[src/dbsdc_pkg.sv]
// constants, register map and state types of the bank select and dc brake block
package dbsdc_pkg;
    // ------------------------------------------------------------
    // clock and time units
    // ------------------------------------------------------------
    localparam int unsigned CLK_HZ = 200_000_000;
    localparam int unsigned TIME_UNIT_MS = 100;
    localparam int unsigned TICK_CYCLES_DEF = CLK_HZ / 1000 * TIME_UNIT_MS;
    localparam int unsigned TICK_W = 25;
    localparam int unsigned PULSE_UNIT_HZ = 1000;
    localparam logic [17:0] PULSE_WRAP = 18'(CLK_HZ / (2 * PULSE_UNIT_HZ));
    localparam int unsigned NUM_INPUTS = 8;

    // ------------------------------------------------------------
    // input function codes and field encodings
    // ------------------------------------------------------------
    localparam logic [7:0] FN_DC_BRAKE = 8'h07;
    localparam logic [7:0] FN_BANK2 = 8'h08;
    localparam logic [7:0] FN_BANK3 = 8'h11;
    localparam logic [7:0] FN_OVL_SWAP = 8'h27;
    localparam logic [7:0] AUTO_ON = 8'h01;
    localparam logic [7:0] END_TIMED = 8'h00;
    localparam logic [7:0] END_INPUT = 8'h01;
    localparam logic [7:0] SRC_PARAM = 8'h02;
    localparam logic [1:0] OVL_ACC_STEADY = 2'h1;
    localparam logic [1:0] OVL_STEADY = 2'h2;
    localparam logic [1:0] OVL_ALWAYS = 2'h3;
    localparam logic [1:0] BANK_DEF = 2'h0;
    localparam logic [1:0] BANK_2 = 2'h1;
    localparam logic [1:0] BANK_3 = 2'h2;

    // ------------------------------------------------------------
    // register byte offsets
    // ------------------------------------------------------------
    localparam logic [7:0] OFS_AUTO_EN = 8'h00;
    localparam logic [7:0] OFS_TRIG_FREQ = 8'h04;
    localparam logic [7:0] OFS_DELAY = 8'h08;
    localparam logic [7:0] OFS_TORQUE = 8'h0C;
    localparam logic [7:0] OFS_DURATION = 8'h10;
    localparam logic [7:0] OFS_END_MODE = 8'h14;
    localparam logic [7:0] OFS_ST_TORQUE = 8'h18;
    localparam logic [7:0] OFS_ST_TIME = 8'h1C;
    localparam logic [7:0] OFS_PULSE_RATE = 8'h20;
    localparam logic [7:0] OFS_FSEL_LO = 8'h24;
    localparam logic [7:0] OFS_FSEL_HI = 8'h28;
    localparam logic [7:0] OFS_SRC_SEL = 8'h2C;
    localparam logic [7:0] OFS_SETPT0 = 8'h30;
    localparam logic [7:0] OFS_SETPT1 = 8'h34;
    localparam logic [7:0] OFS_SETPT2 = 8'h38;
    localparam logic [7:0] OFS_OVL0 = 8'h3C;
    localparam logic [7:0] OFS_OVL1 = 8'h40;
    localparam logic [7:0] OFS_FMAX0 = 8'h44;
    localparam logic [7:0] OFS_FMAX1 = 8'h48;
    localparam logic [7:0] OFS_STATUS = 8'h4C;

    // ------------------------------------------------------------
    // reset values
    // ------------------------------------------------------------
    localparam logic [7:0] RST_AUTO_EN = 8'h00;
    localparam logic [15:0] RST_TRIG_FREQ = 16'h0032;
    localparam logic [7:0] RST_END_MODE = 8'h01;
    localparam logic [7:0] RST_PULSE_RATE = 8'h05;
    localparam logic [7:0] RST_SRC_SEL = 8'h01;
    localparam logic [1:0] RST_OVL_MODE = 2'h1;
    localparam logic [15:0] RST_OVL_LIM = 16'h0096;
    localparam logic [15:0] RST_FMAX = 16'h1388;

    typedef enum logic [3:0] {
        ST_IDLE = 4'h1,
        ST_DELAY = 4'h2,
        ST_BRAKE = 4'h4,
        ST_START = 4'h8
    } dbsdc_fsm_t;

    typedef struct packed {
        logic [7:0] auto_en;
        logic [15:0] trig_freq;
        logic [15:0] delay_t;
        logic [7:0] torque;
        logic [15:0] dur_t;
        logic [7:0] end_mode;
        logic [7:0] st_torque;
        logic [15:0] st_time;
        logic [7:0] pulse_rate;
        logic [7:0][7:0] fsel;
        logic [7:0] src_sel;
        logic [2:0][15:0] setpt;
        logic [1:0][1:0] ovl_mode;
        logic [1:0][15:0] ovl_lim;
        logic [1:0][15:0] fmax;
        dbsdc_fsm_t state;
        logic [TICK_W-1:0] tick_cnt;
        logic [15:0] timer;
        logic by_input;
        logic [15:0] freq_prev;
        logic run_prev;
        logic [1:0] bank;
        logic [7:0] rate_lat;
        logic [16:0] pulse_acc;
        logic pulse;
        logic waitreq;
        logic [31:0] rdata;
        logic [15:0] setpt_o;
        logic [15:0] fmax_o;
        logic brake_o;
        logic [7:0] torque_o;
        logic hold_o;
        logic ovl_grp;
        logic reduce_o;
    } dbsdc_regs_t;
endpackage

[src/dbsdc_top.sv]
// bank select, dc brake sequencer and overload limit swap of the drive
// ------------------------------------------------------------
// How it works
// (RL1) input code 08 selects second bank
// (RL2) input code 17 selects third bank
// (RL3) controller selects banks only at standstill
// (RL4) released while turning: keep bank until standstill
// (RL5) release at standstill returns default bank
// (RL6) per-bank setpoint, used when source is 02
// (RL7) bank without third copy uses default value
// (RL8) brake from input or auto trigger frequency
// (RL9) input code 07 is brake request
// (RL10) auto brake enable 00 off, 01 on
// (RL11) reaching trigger frequency starts delay timer
// (RL12) braking starts only after delay expires
// (RL13) brake request also waits the delay
// (RL14) duration timer starts when delay expires
// (RL15) end mode 00 ends on duration expiry
// (RL16) end mode 01 ends on input release
// (RL17) apply programmed torque while braking
// (RL18) start brake torque and time before accelerating
// (RL19) brake pulse rate, fixed while braking
// (RL20) reduce frequency when current reaches limit
// (RL21) swap input selects second overload group
// (RL22) input code 39 is overload swap
// ------------------------------------------------------------
module dbsdc_top
    import dbsdc_pkg::*;
#(
    parameter int unsigned TICK_CYCLES = TICK_CYCLES_DEF
) (
    // clock, reset, enable
    input wire logic CLK_I,
    input wire logic RST_N_I,
    input wire logic CE_I,
    // avalon-mm slave
    input wire logic [7:0] AVS_ADDRESS_I,
    input wire logic AVS_READ_I,
    input wire logic AVS_WRITE_I,
    input wire logic [31:0] AVS_WRITEDATA_I,
    input wire logic [3:0] AVS_BYTEENABLE_I,
    output logic [31:0] AVS_READDATA_O,
    output logic AVS_WAITREQUEST_O,
    // drive status
    input wire logic [NUM_INPUTS-1:0] DIN_I,
    input wire logic RUN_I,
    input wire logic STOPPED_I,
    input wire logic ACCEL_I,
    input wire logic STEADY_I,
    input wire logic [15:0] OUT_FREQ_I,
    input wire logic [15:0] CURRENT_I,
    // drive control
    output logic [1:0] BANK_SEL_O,
    output logic [15:0] SETPOINT_O,
    output logic [15:0] FREQ_MAX_O,
    output logic DC_BRAKE_O,
    output logic [7:0] BRAKE_TORQUE_O,
    output logic BRAKE_PULSE_O,
    output logic HOLD_ACCEL_O,
    output logic OVL_GROUP_O,
    output logic FREQ_REDUCE_O
);
    dbsdc_regs_t s;
    dbsdc_regs_t n;
    logic req_brake;
    logic sel_bank2;
    logic sel_bank3;
    logic ovl_swap;
    logic allow_ovl;
    logic [1:0] ovl_m;
    logic [17:0] acc_sum;
    logic [31:0] wd;
    logic [3:0] be;

    function automatic logic fn_active(input logic [7:0][7:0] sel, input logic [7:0] din,
                                       input logic [7:0] code);
        logic hit;
        hit = 1'b0;
        for (int i = 0; i < NUM_INPUTS; i++) begin
            if (din[i] && sel[i] == code) begin
                hit = 1'b1;
            end
        end
        return hit;
    endfunction

    function automatic logic [31:0] be_merge(input logic [31:0] old, input logic [31:0] d,
                                             input logic [3:0] en);
        logic [31:0] r;
        r = old;
        for (int b = 0; b < 4; b++) begin
            if (en[b]) begin
                r[8*b+:8] = d[8*b+:8];
            end
        end
        return r;
    endfunction

    function automatic logic timer_done(input logic [15:0] t, input logic [15:0] lim);
        return t >= lim;
    endfunction

    assign wd = AVS_WRITEDATA_I;
    assign be = AVS_BYTEENABLE_I;

    // ------------------------------------------------------------
    // next state
    // ------------------------------------------------------------
    always_comb begin
        n = s;
        // (RL9) brake request code
        req_brake = fn_active(s.fsel, DIN_I, FN_DC_BRAKE);
        // (RL1) second bank code
        sel_bank2 = fn_active(s.fsel, DIN_I, FN_BANK2);
        // (RL2) third bank code
        sel_bank3 = fn_active(s.fsel, DIN_I, FN_BANK3);
        // (RL22) overload swap code
        ovl_swap = fn_active(s.fsel, DIN_I, FN_OVL_SWAP);
        acc_sum = 18'h00000;
        ovl_m = 2'h0;
        allow_ovl = 1'b0;

        // bus: one wait cycle, then answer for exactly one cycle
        n.waitreq = ~((AVS_READ_I | AVS_WRITE_I) & s.waitreq);
        if (AVS_READ_I && s.waitreq) begin
            if (AVS_ADDRESS_I == OFS_AUTO_EN) begin
                n.rdata = {24'h000000, s.auto_en};
            end else if (AVS_ADDRESS_I == OFS_TRIG_FREQ) begin
                n.rdata = {16'h0000, s.trig_freq};
            end else if (AVS_ADDRESS_I == OFS_DELAY) begin
                n.rdata = {16'h0000, s.delay_t};
            end else if (AVS_ADDRESS_I == OFS_TORQUE) begin
                n.rdata = {24'h000000, s.torque};
            end else if (AVS_ADDRESS_I == OFS_DURATION) begin
                n.rdata = {16'h0000, s.dur_t};
            end else if (AVS_ADDRESS_I == OFS_END_MODE) begin
                n.rdata = {24'h000000, s.end_mode};
            end else if (AVS_ADDRESS_I == OFS_ST_TORQUE) begin
                n.rdata = {24'h000000, s.st_torque};
            end else if (AVS_ADDRESS_I == OFS_ST_TIME) begin
                n.rdata = {16'h0000, s.st_time};
            end else if (AVS_ADDRESS_I == OFS_PULSE_RATE) begin
                n.rdata = {24'h000000, s.pulse_rate};
            end else if (AVS_ADDRESS_I == OFS_FSEL_LO) begin
                n.rdata = s.fsel[3:0];
            end else if (AVS_ADDRESS_I == OFS_FSEL_HI) begin
                n.rdata = s.fsel[7:4];
            end else if (AVS_ADDRESS_I == OFS_SRC_SEL) begin
                n.rdata = {24'h000000, s.src_sel};
            end else if (AVS_ADDRESS_I == OFS_SETPT0) begin
                n.rdata = {16'h0000, s.setpt[0]};
            end else if (AVS_ADDRESS_I == OFS_SETPT1) begin
                n.rdata = {16'h0000, s.setpt[1]};
            end else if (AVS_ADDRESS_I == OFS_SETPT2) begin
                n.rdata = {16'h0000, s.setpt[2]};
            end else if (AVS_ADDRESS_I == OFS_OVL0) begin
                n.rdata = {14'h0000, s.ovl_mode[0], s.ovl_lim[0]};
            end else if (AVS_ADDRESS_I == OFS_OVL1) begin
                n.rdata = {14'h0000, s.ovl_mode[1], s.ovl_lim[1]};
            end else if (AVS_ADDRESS_I == OFS_FMAX0) begin
                n.rdata = {16'h0000, s.fmax[0]};
            end else if (AVS_ADDRESS_I == OFS_FMAX1) begin
                n.rdata = {16'h0000, s.fmax[1]};
            end else if (AVS_ADDRESS_I == OFS_STATUS) begin
                n.rdata = {22'h000000, s.state, s.bank, s.ovl_grp, s.reduce_o, s.hold_o,
                           s.brake_o};
            end else begin
                n.rdata = 32'h00000000;
            end
        end
        // writes land at the edge where waitrequest is seen low
        if (AVS_WRITE_I && !s.waitreq) begin
            if (AVS_ADDRESS_I == OFS_AUTO_EN) begin
                n.auto_en = 8'(be_merge({24'h000000, s.auto_en}, wd, be));
            end else if (AVS_ADDRESS_I == OFS_TRIG_FREQ) begin
                n.trig_freq = 16'(be_merge({16'h0000, s.trig_freq}, wd, be));
            end else if (AVS_ADDRESS_I == OFS_DELAY) begin
                n.delay_t = 16'(be_merge({16'h0000, s.delay_t}, wd, be));
            end else if (AVS_ADDRESS_I == OFS_TORQUE) begin
                n.torque = 8'(be_merge({24'h000000, s.torque}, wd, be));
            end else if (AVS_ADDRESS_I == OFS_DURATION) begin
                n.dur_t = 16'(be_merge({16'h0000, s.dur_t}, wd, be));
            end else if (AVS_ADDRESS_I == OFS_END_MODE) begin
                n.end_mode = 8'(be_merge({24'h000000, s.end_mode}, wd, be));
            end else if (AVS_ADDRESS_I == OFS_ST_TORQUE) begin
                n.st_torque = 8'(be_merge({24'h000000, s.st_torque}, wd, be));
            end else if (AVS_ADDRESS_I == OFS_ST_TIME) begin
                n.st_time = 16'(be_merge({16'h0000, s.st_time}, wd, be));
            end else if (AVS_ADDRESS_I == OFS_PULSE_RATE) begin
                n.pulse_rate = 8'(be_merge({24'h000000, s.pulse_rate}, wd, be));
            end else if (AVS_ADDRESS_I == OFS_FSEL_LO) begin
                n.fsel[3:0] = be_merge(s.fsel[3:0], wd, be);
            end else if (AVS_ADDRESS_I == OFS_FSEL_HI) begin
                n.fsel[7:4] = be_merge(s.fsel[7:4], wd, be);
            end else if (AVS_ADDRESS_I == OFS_SRC_SEL) begin
                n.src_sel = 8'(be_merge({24'h000000, s.src_sel}, wd, be));
            end else if (AVS_ADDRESS_I == OFS_SETPT0) begin
                n.setpt[0] = 16'(be_merge({16'h0000, s.setpt[0]}, wd, be));
            end else if (AVS_ADDRESS_I == OFS_SETPT1) begin
                n.setpt[1] = 16'(be_merge({16'h0000, s.setpt[1]}, wd, be));
            end else if (AVS_ADDRESS_I == OFS_SETPT2) begin
                n.setpt[2] = 16'(be_merge({16'h0000, s.setpt[2]}, wd, be));
            end else if (AVS_ADDRESS_I == OFS_OVL0) begin
                {n.ovl_mode[0], n.ovl_lim[0]} =
                    18'(be_merge({14'h0000, s.ovl_mode[0], s.ovl_lim[0]}, wd, be));
            end else if (AVS_ADDRESS_I == OFS_OVL1) begin
                {n.ovl_mode[1], n.ovl_lim[1]} =
                    18'(be_merge({14'h0000, s.ovl_mode[1], s.ovl_lim[1]}, wd, be));
            end else if (AVS_ADDRESS_I == OFS_FMAX0) begin
                n.fmax[0] = 16'(be_merge({16'h0000, s.fmax[0]}, wd, be));
            end else if (AVS_ADDRESS_I == OFS_FMAX1) begin
                n.fmax[1] = 16'(be_merge({16'h0000, s.fmax[1]}, wd, be));
            end
        end

        // ------------------------------------------------------------
        // parameter banks
        // ------------------------------------------------------------
        // (RL4) bank frozen while the motor turns
        if (STOPPED_I) begin
            // (RL5) no select at standstill means default bank
            n.bank = sel_bank3 ? BANK_3 : (sel_bank2 ? BANK_2 : BANK_DEF);
        end
        // (RL6) setpoint per bank when source is parameter
        n.setpt_o = (s.src_sel == SRC_PARAM) ? s.setpt[s.bank] : 16'h0000;
        // (RL7) no third copy: third bank falls back to default
        n.fmax_o = (s.bank == BANK_3) ? s.fmax[BANK_DEF] : s.fmax[s.bank[0]];

        // ------------------------------------------------------------
        // dc brake sequencer
        // ------------------------------------------------------------
        n.freq_prev = OUT_FREQ_I;
        n.run_prev = RUN_I;
        if (s.state != ST_IDLE) begin
            if (s.tick_cnt == TICK_W'(TICK_CYCLES - 1)) begin
                n.tick_cnt = '0;
                n.timer = 16'(s.timer + 16'h0001);
            end else begin
                n.tick_cnt = TICK_W'(s.tick_cnt + 1'b1);
            end
        end
        case (s.state)
            ST_IDLE: begin
                n.tick_cnt = '0;
                n.timer = 16'h0000;
                // (RL8) input request has priority over auto trigger
                if (req_brake) begin
                    // (RL13) request goes through the delay too
                    n.state = ST_DELAY;
                    n.by_input = 1'b1;
                // (RL10) auto trigger only when enabled
                end else if (s.auto_en == AUTO_ON && s.freq_prev > s.trig_freq &&
                             OUT_FREQ_I <= s.trig_freq) begin
                    // (RL11) crossing trigger frequency starts delay
                    n.state = ST_DELAY;
                    n.by_input = 1'b0;
                end else if (RUN_I && !s.run_prev && s.st_time != 16'h0000) begin
                    // (RL18) start brake before acceleration
                    n.state = ST_START;
                end
            end
            ST_DELAY: begin
                if (s.by_input && s.end_mode == END_INPUT && !req_brake) begin
                    n.state = ST_IDLE;
                end else if (timer_done(s.timer, s.delay_t)) begin
                    // (RL12) brake only after delay; (RL14) duration starts here
                    n.state = ST_BRAKE;
                    n.timer = 16'h0000;
                    n.tick_cnt = '0;
                end
            end
            ST_BRAKE: begin
                if (s.by_input && s.end_mode == END_INPUT) begin
                    // (RL16) end on input release
                    if (!req_brake) begin
                        n.state = ST_IDLE;
                    end
                end else if (timer_done(s.timer, s.dur_t)) begin
                    // (RL15) end on duration expiry
                    n.state = ST_IDLE;
                end
            end
            ST_START: begin
                if (timer_done(s.timer, s.st_time)) begin
                    n.state = ST_IDLE;
                end
            end
            default: begin
                n.state = ST_IDLE;
            end
        endcase
        n.brake_o = (s.state == ST_BRAKE) || (s.state == ST_START);
        n.hold_o = (s.state == ST_START);
        // (RL17) torque applied while braking
        n.torque_o = (s.state == ST_BRAKE) ? s.torque :
                     ((s.state == ST_START) ? s.st_torque : 8'h00);

        // (RL19) rate is latched at idle so a change cannot disturb a brake cycle
        if (s.state == ST_IDLE) begin
            n.rate_lat = s.pulse_rate;
            n.pulse_acc = 17'h00000;
            n.pulse = 1'b0;
        end else begin
            acc_sum = {1'b0, s.pulse_acc} + {10'h000, s.rate_lat};
            if (acc_sum >= PULSE_WRAP) begin
                n.pulse_acc = 17'(acc_sum - PULSE_WRAP);
                n.pulse = ~s.pulse;
            end else begin
                n.pulse_acc = 17'(acc_sum);
            end
        end

        // ------------------------------------------------------------
        // overload limit
        // ------------------------------------------------------------
        // (RL21) swap input picks the second group
        n.ovl_grp = ovl_swap;
        ovl_m = s.ovl_mode[s.ovl_grp];
        allow_ovl = (ovl_m == OVL_ALWAYS) || (ovl_m == OVL_STEADY && STEADY_I) ||
                    (ovl_m == OVL_ACC_STEADY && (ACCEL_I || STEADY_I));
        // (RL20) reduce frequency at the current limit
        n.reduce_o = allow_ovl && (CURRENT_I >= s.ovl_lim[s.ovl_grp]);

        if (!RST_N_I) begin
            n = '0;
            n.auto_en = RST_AUTO_EN;
            n.trig_freq = RST_TRIG_FREQ;
            n.end_mode = RST_END_MODE;
            n.pulse_rate = RST_PULSE_RATE;
            n.rate_lat = RST_PULSE_RATE;
            n.src_sel = RST_SRC_SEL;
            n.ovl_mode = {RST_OVL_MODE, RST_OVL_MODE};
            n.ovl_lim = {RST_OVL_LIM, RST_OVL_LIM};
            n.fmax = {RST_FMAX, RST_FMAX};
            n.state = ST_IDLE;
            n.waitreq = 1'b1;
        end
    end

    // reset wins over the clock enable so the block always leaves reset clean
    always_ff @(posedge CLK_I) begin
        if (CE_I || !RST_N_I) begin
            s <= n;
        end
    end

    assign AVS_READDATA_O = s.rdata;
    assign AVS_WAITREQUEST_O = s.waitreq;
    assign BANK_SEL_O = s.bank;
    assign SETPOINT_O = s.setpt_o;
    assign FREQ_MAX_O = s.fmax_o;
    assign DC_BRAKE_O = s.brake_o;
    assign BRAKE_TORQUE_O = s.torque_o;
    assign BRAKE_PULSE_O = s.pulse;
    assign HOLD_ACCEL_O = s.hold_o;
    assign OVL_GROUP_O = s.ovl_grp;
    assign FREQ_REDUCE_O = s.reduce_o;
endmodule

[config.mk]
export PLATFORM = sky130hd
export DESIGN_NAME = dbsdc_top
export DESIGN_NICKNAME = d
export VERILOG_FILES = /design/src/dbsdc_pkg.sv /design/src/dbsdc_top.sv
export SDC_FILE = /design/constraint.sdc
export NUM_CORES = 1
export LEC_CHECK = 0
export ABC_AREA = 1
export BUFFER_PORTS_ARGS = -buffer_cell sky130_fd_sc_hd__clkbuf_2
export CORE_ASPECT_RATIO = 0.5
export CORE_MARGIN = 5
export CORE_UTILIZATION = 55
export DETAILED_ROUTE_END_ITERATION = 10
export GPL_ROUTABILITY_DRIVEN = 1
export PLACE_DENSITY = 0.74
export SLEW_MARGIN = 20
export SYNTH_ARGS = -nofsm -noshare
export SYNTH_HDL_FRONTEND = slang
export SYNTH_SLANG_ARGS = --single-unit
export TNS_END_PERCENT = 100
[constraint.sdc]
create_clock -name CLK_I -period 4.8 [get_ports CLK_I]
set_clock_uncertainty 0.05 [all_clocks]
set_input_delay 0.96 -clock CLK_I [delete_from_list [all_inputs] [get_ports CLK_I]]
set_output_delay 0.96 -clock CLK_I [all_outputs]
set_load 0.02 [all_outputs]
# Word-level counts from Yosys, hierarchy flattened

Cells that the tools add are included.

$add $sub $neg: 4
Multipliers: 0
Divide/modulo/power cells: 0
$lt $le $gt $ge: 10
Equal/unequal tests: 116
Shifts and indexed selects: 0
Multiplexer cells: 138
Bitwise gates (word level): 5
Reduce and logical (&&, ||, !) cells: 100

Operators by type and width:

| kind                 | count |
|---|---|
| $mux W32             | 18 |
| $mux W16             | 23 |
| $mux W292            | 1 |
| $mux W284            | 1 |
| $mux W268            | 1 |
| $mux W252            | 1 |
| $mux W124            | 2 |
| $mux W244            | 1 |
| $mux W228            | 1 |
| $mux W220            | 1 |
| $mux W212            | 1 |
| $mux W68             | 3 |
| $mux W196            | 1 |
| $mux W188            | 1 |
| $eq A8 B6 Y1 const B | 16 |
| $mux W116            | 1 |
| $mux W18             | 6 |
| $mux W8              | 13 |
| $eq A8 B5 Y1 const B | 12 |
| $mux W41             | 2 |
| $pmux W41 S2         | 1 |
| $eq A8 B4 Y1 const B | 10 |
| $eq A8 B3 Y1 const B | 9 |
| $ge A16 B16 Y1       | 4 |
| 65 further kinds     | 243 |

Register bits: 460
Bits in latches: 0
Memory bits (writable): 0
Bits in read-only memories: 0
Input bits: 93
Output and inout bits: 80
Logic and storage cells: 430
Memories: 0

# Longest topological paths before layout

Depth after elaboration: 22
Depth in mapped cells: 18
Mapped depth without buffers: 18

# Worst setup path before layout

No wires, ideal clock.

Path kind: input to register
Start: input port RST_N_I
End: register s, in the netlist AVS_WAITREQUEST_O, enable pin
Setup time: 473 ps
Arrival time: 3,507 ps
Required time: 4,277 ps
Slack: 769 ps
Stages: 3
Path buffers: 0
Cells stage by stage: clkinv_1 nor2_1 inv_1

Word-level cells in the longest chain between the ends: 2

Ends and longest elaborated chain:

| item                 | line             | source |
|---|---|---|
| start, declared      | dbsdc_top.sv:34  | `input wire logic RST_N_I,` |
| $logic_not A1 Y1     | dbsdc_top.sv:342 | `if (CE_I \|\| !RST_N_I) begin` |
| $logic_or A1 B1 Y1   | dbsdc_top.sv:342 |  |
| end signal, assigned | dbsdc_top.sv:343 | `s <= n;` |
| end, declared        | dbsdc_top.sv:63  | `dbsdc_regs_t s;` |

Every way passes these cells.
A chain may end at the register's enable or synchronous reset.

# Worst setup path in the final report

Start: input port AVS_ADDRESS_I[3]
End: register s, in the netlist AVS_READDATA_O[12], data pin

Word-level cells in the longest chain between the ends: 21
Elaborated cells on any way between the ends: 39
Those cells by class: eq/ne (18); mux (20); reduce/logical (1)

Ends and longest elaborated chain:

| item            | line             | source |
|---|---|---|
| start, declared | dbsdc_top.sv:37  | `input wire logic [7:0] AVS_ADDRESS_I,` |
| $eq A8 B7 Y1    | dbsdc_top.sv:162 | `end else if (AVS_ADDRESS_I == OFS_FMAX1) begin` |
| $mux W16        | dbsdc_top.sv:162 |  |
| $mux W16        | dbsdc_top.sv:160 | `end else if (AVS_ADDRESS_I == OFS_FMAX0) begin` |
| $mux W18        | dbsdc_top.sv:158 | `end else if (AVS_ADDRESS_I == OFS_OVL1) begin` |
| $mux W18        | dbsdc_top.sv:156 | `end else if (AVS_ADDRESS_I == OFS_OVL0) begin` |
| $mux W18        | dbsdc_top.sv:154 | `end else if (AVS_ADDRESS_I == OFS_SETPT2) begin` |
| $mux W18        | dbsdc_top.sv:152 | `end else if (AVS_ADDRESS_I == OFS_SETPT1) begin` |
| $mux W18        | dbsdc_top.sv:150 | `end else if (AVS_ADDRESS_I == OFS_SETPT0) begin` |
| (+5 left out)   | --               |  |
| $mux W32        | dbsdc_top.sv:138 | `end else if (AVS_ADDRESS_I == OFS_ST_TORQUE) begin` |
| $mux W32        | dbsdc_top.sv:136 | `end else if (AVS_ADDRESS_I == OFS_END_MODE) begin` |
| $mux W32        | dbsdc_top.sv:134 | `end else if (AVS_ADDRESS_I == OFS_DURATION) begin` |
| $mux W32        | dbsdc_top.sv:132 | `end else if (AVS_ADDRESS_I == OFS_TORQUE) begin` |
| $mux W32        | dbsdc_top.sv:130 | `end else if (AVS_ADDRESS_I == OFS_DELAY) begin` |
| $mux W32        | dbsdc_top.sv:128 | `end else if (AVS_ADDRESS_I == OFS_TRIG_FREQ) begin` |
| $mux W32 *      | dbsdc_top.sv:126 | `if (AVS_ADDRESS_I == OFS_AUTO_EN) begin` |
| $mux W32 *      | dbsdc_top.sv:125 | `if (AVS_READ_I && s.waitreq) begin` |

Every way passes the cells marked *; elsewhere a longest branch is shown, timed or not. The select of a mux whose other input is x is not followed.

==> reports/results.ini <==
[status]
status = finished clean

[run]
drv_cap = 0

[placement]
place_hpwl_um = 51100
routabilityCongestion = 1.03
port_buffers = 172

[timing]
setup_viol = 0
holdWs_ps = 500
max-slew-margin-rel_pct = 27.4
final-hold-violation-count = 0
period_share_pct = 69.5
worstMarginPinSlew_ps = 1090
clock.fmax_mhz = 300
rsz0062_at_grt = false
slew_violations = 0
period_needed_ps = 3340
fin_setup_tns_ps = 0

[grt]
overflow = 0
grt_use_total_pct = 27.7
grt_max_degree = 80
grt_pass1_vias = 18600
grt_pass1_wl_um = 106000
antenna_found_initial = 0

[drt]
antenna_left = 0
vias_per_cell = 5.82
vias = 19500
wl_per_cell_um = 20.9
drtIter0Drc = 2528
drc = 0
firstDrtPassIters = 7
drt_wl_total_um = 70200

[pwr]
p_switching_uw = 2620
combPwrFrac_pct = 13.6
internal_power_uw = 7090
leakage_uw = 0.0117
vdd_drop_max_uv = 216
p_sw_share_pct = 26.9
power_density_mw_per_mm2 = 357
seqPwrFrac_pct = 50.4
pwr-share-clk_pct = 35.9

[die]
design.core.area_sq_mm = 0.0449
dieArea_sq_mm = 0.0497
die_y_um = 160
rows = 55
io_pins = 173
start_util_pct = 55.3
die_x_um = 310

[clock_network]
root_buffer = clkbuf_16
cts_tree = yes
cts_hold_buf = 0
clockBufferDepth = 3
clock_latency_ps = 570
post_cts_buffers = 0
cts_repair_resize_count = 0
htreeDepth = 2
cts_buffers = 42
clkSinkCount = 460
clkTransAtPathRegs_ps = 70

[synth]
syn-cell-area_sq_mm = 0.0248
synthCells = 2620
synth_top_flop_cell = edfxtp_1
synth_nets = 2821
yosysSeqAreaShare_pct = 55.7
synth_area_per_cell_sq_um = 9.46
ys_seq_elements = 460
yosysUniqueCellTypes = 63
async_reset_ff_share_pct = 0
synth_edf_count = 460
ys.warnings.count = 0

[worst_setup_path]
r2r_setup_slack_ps = 1590
path_class = in -> reg
critical_path_required_ps = 5050
regToRegStartpoint = s[331]
crit_arrival_ps = 3590
cp-start-kind = input pin
cp_max_fo = 11
crit_start = AVS_ADDRESS_I[3]
r2r-end = s[163]
r2r_cells = 12
cp-end-kind = flop

[cells_and_area]
drive_above_1_share_pct = 11.8
fin_nets = 2933
diodes = 0
final_cell_mix = nand2_1, edfxtp_1, inv_1
multi_input_area_sq_mm = 0.00880
ff_latch_area_sq_mm = 0.0138
area_delta_synth_final_pct = 9.72
layout_commonest_cell = nand2_1
fillCellCount = 3723

[worst_hold_path]
hold_path.startpoint = s[361]
min_path_cells = 2
hold_class = reg -> reg
whs_endpoint = s[100]

## flip-flops by register name (all words and copies together), names as in the netlist, 2 cells and up
name            count
BRAKE_TORQUE_O      8
BANK_SEL_O          2
SETPOINT_O         16
FREQ_MAX_O         16
s                 380
AVS_READDATA_O     32
## worst max-delay path, cell delays in order
cell	delay, ps
clkbuf_2	120
nand3_1	240
nor2_1	90
nand2_1	360
clkinv_1	450
nor2_2	440
nand3_1	140
nand3_1	130
nand2_1	60
o21ai_0	140
nand4_1	220
nor3_1	180
nor2_1	50
## how the worst max path moves through the flow
| stage | slack (ps) | cells after the start | to |
|---|---|---|---|
| after floorplan | 770 | 3 | AVS_WAITREQUEST_O |
| after global placement | 1090 | 11 | s[182] |
| after detailed placement | 1030 | 11 | s[182] |
| after CTS | 1600 | 13 | AVS_READDATA_O[12] |
| after global routing | 1310 | 14 | AVS_READDATA_O[12] |
| final | 1460 | 13 | AVS_READDATA_O[12] |
## metal layers
metal / wire length [um] / vias to the layer above / part of all wire [%] / track usage [%]
li1: - / 9057 / - / -
met2: 31200 / 1196 / 44 / 42.7
met1: 28000 / 9114 / 40 / 38.8
met3: 8610 / 180 / 12 / 7.58
met5: 0 / - / 0 / 0
met4: 2370 / 0 / 3.4 / 8.60
## power by group through the flow
stage                     registers (uW)  clock network (uW)  logic (uW)
after global routing                4920                3690        1480
after CTS                           4900                3500        1300
final                               4900                3490        1320
after detailed placement            4980                   0        1290
after floorplan                     4920                   0         932
after global placement              4970                   0        1250
## Yosys cell counts, types with 7 or more instances
master,n,area share (%)
nand2_1,575,8.7
edfxtp_1,460,56
inv_1,354,5.4
nor2_1,306,4.6
a21oi_1,116,2.3
nand3_1,116,2.3
ha_1,107,5.4
o21ai_0,106,2.1
buf_4,75,2.3
nand4_1,50,1.3
nor3_1,43,0.87
clkbuf_1,34,0.51
xor2_1,27,0.95
nor4_1,23,0.58
o22ai_1,20,0.50
nand2_2,14,0.35
a221oi_1,13,0.46
a2bb2oi_1,12,0.42
buf_2,11,0.22
nand3_2,11,0.44
a31oi_1,9,0.23
nor2_2,9,0.23
a211oi_1,8,0.24
buf_1,8,0.12
inv_2,8,0.12
xnor2_1,8,0.28
or2_2,7,0.18
## metrics by stage
step                      instances  setup slack [ps]  instance area [sq um]  total power, uW  util [%]
after floorplan                2620               769                  24800             5850         -
after global placement         3285              1090                  25800             6230      57.5
after detailed placement       3285              1030                  25800             6270      57.5
after CTS                      3359              1600                  27200             9700      60.6
after global routing           3360              1310                  27200            10100      60.6
final                          3360              1460                  27200             9710      60.6
## final cells by class
cell class	instances	area share [%]
tap	598	2.75
sequential	460	50.8
multi-input combinational	1663	32.3
timing repair buffer	198	3.97
inverter	367	5.07
clock inverter	25	1.04
clock buffer	49	4.04
## kinds of logic (layout without fill, tap and decap cells)
kind of cell    count (synthesis)  after routing  share of synthesized area, %
compound gates                341            341                          8.22
fa+ha+maj                     108            108                          5.48
simple gates                 1175           1175                          20.4
buf+inv                       497            639                          8.81
xor+xnor                       35             35                          1.24
mux                             4              4                         0.162
flops                         460            460                          55.7
Power figures use the tool's default switching activity.
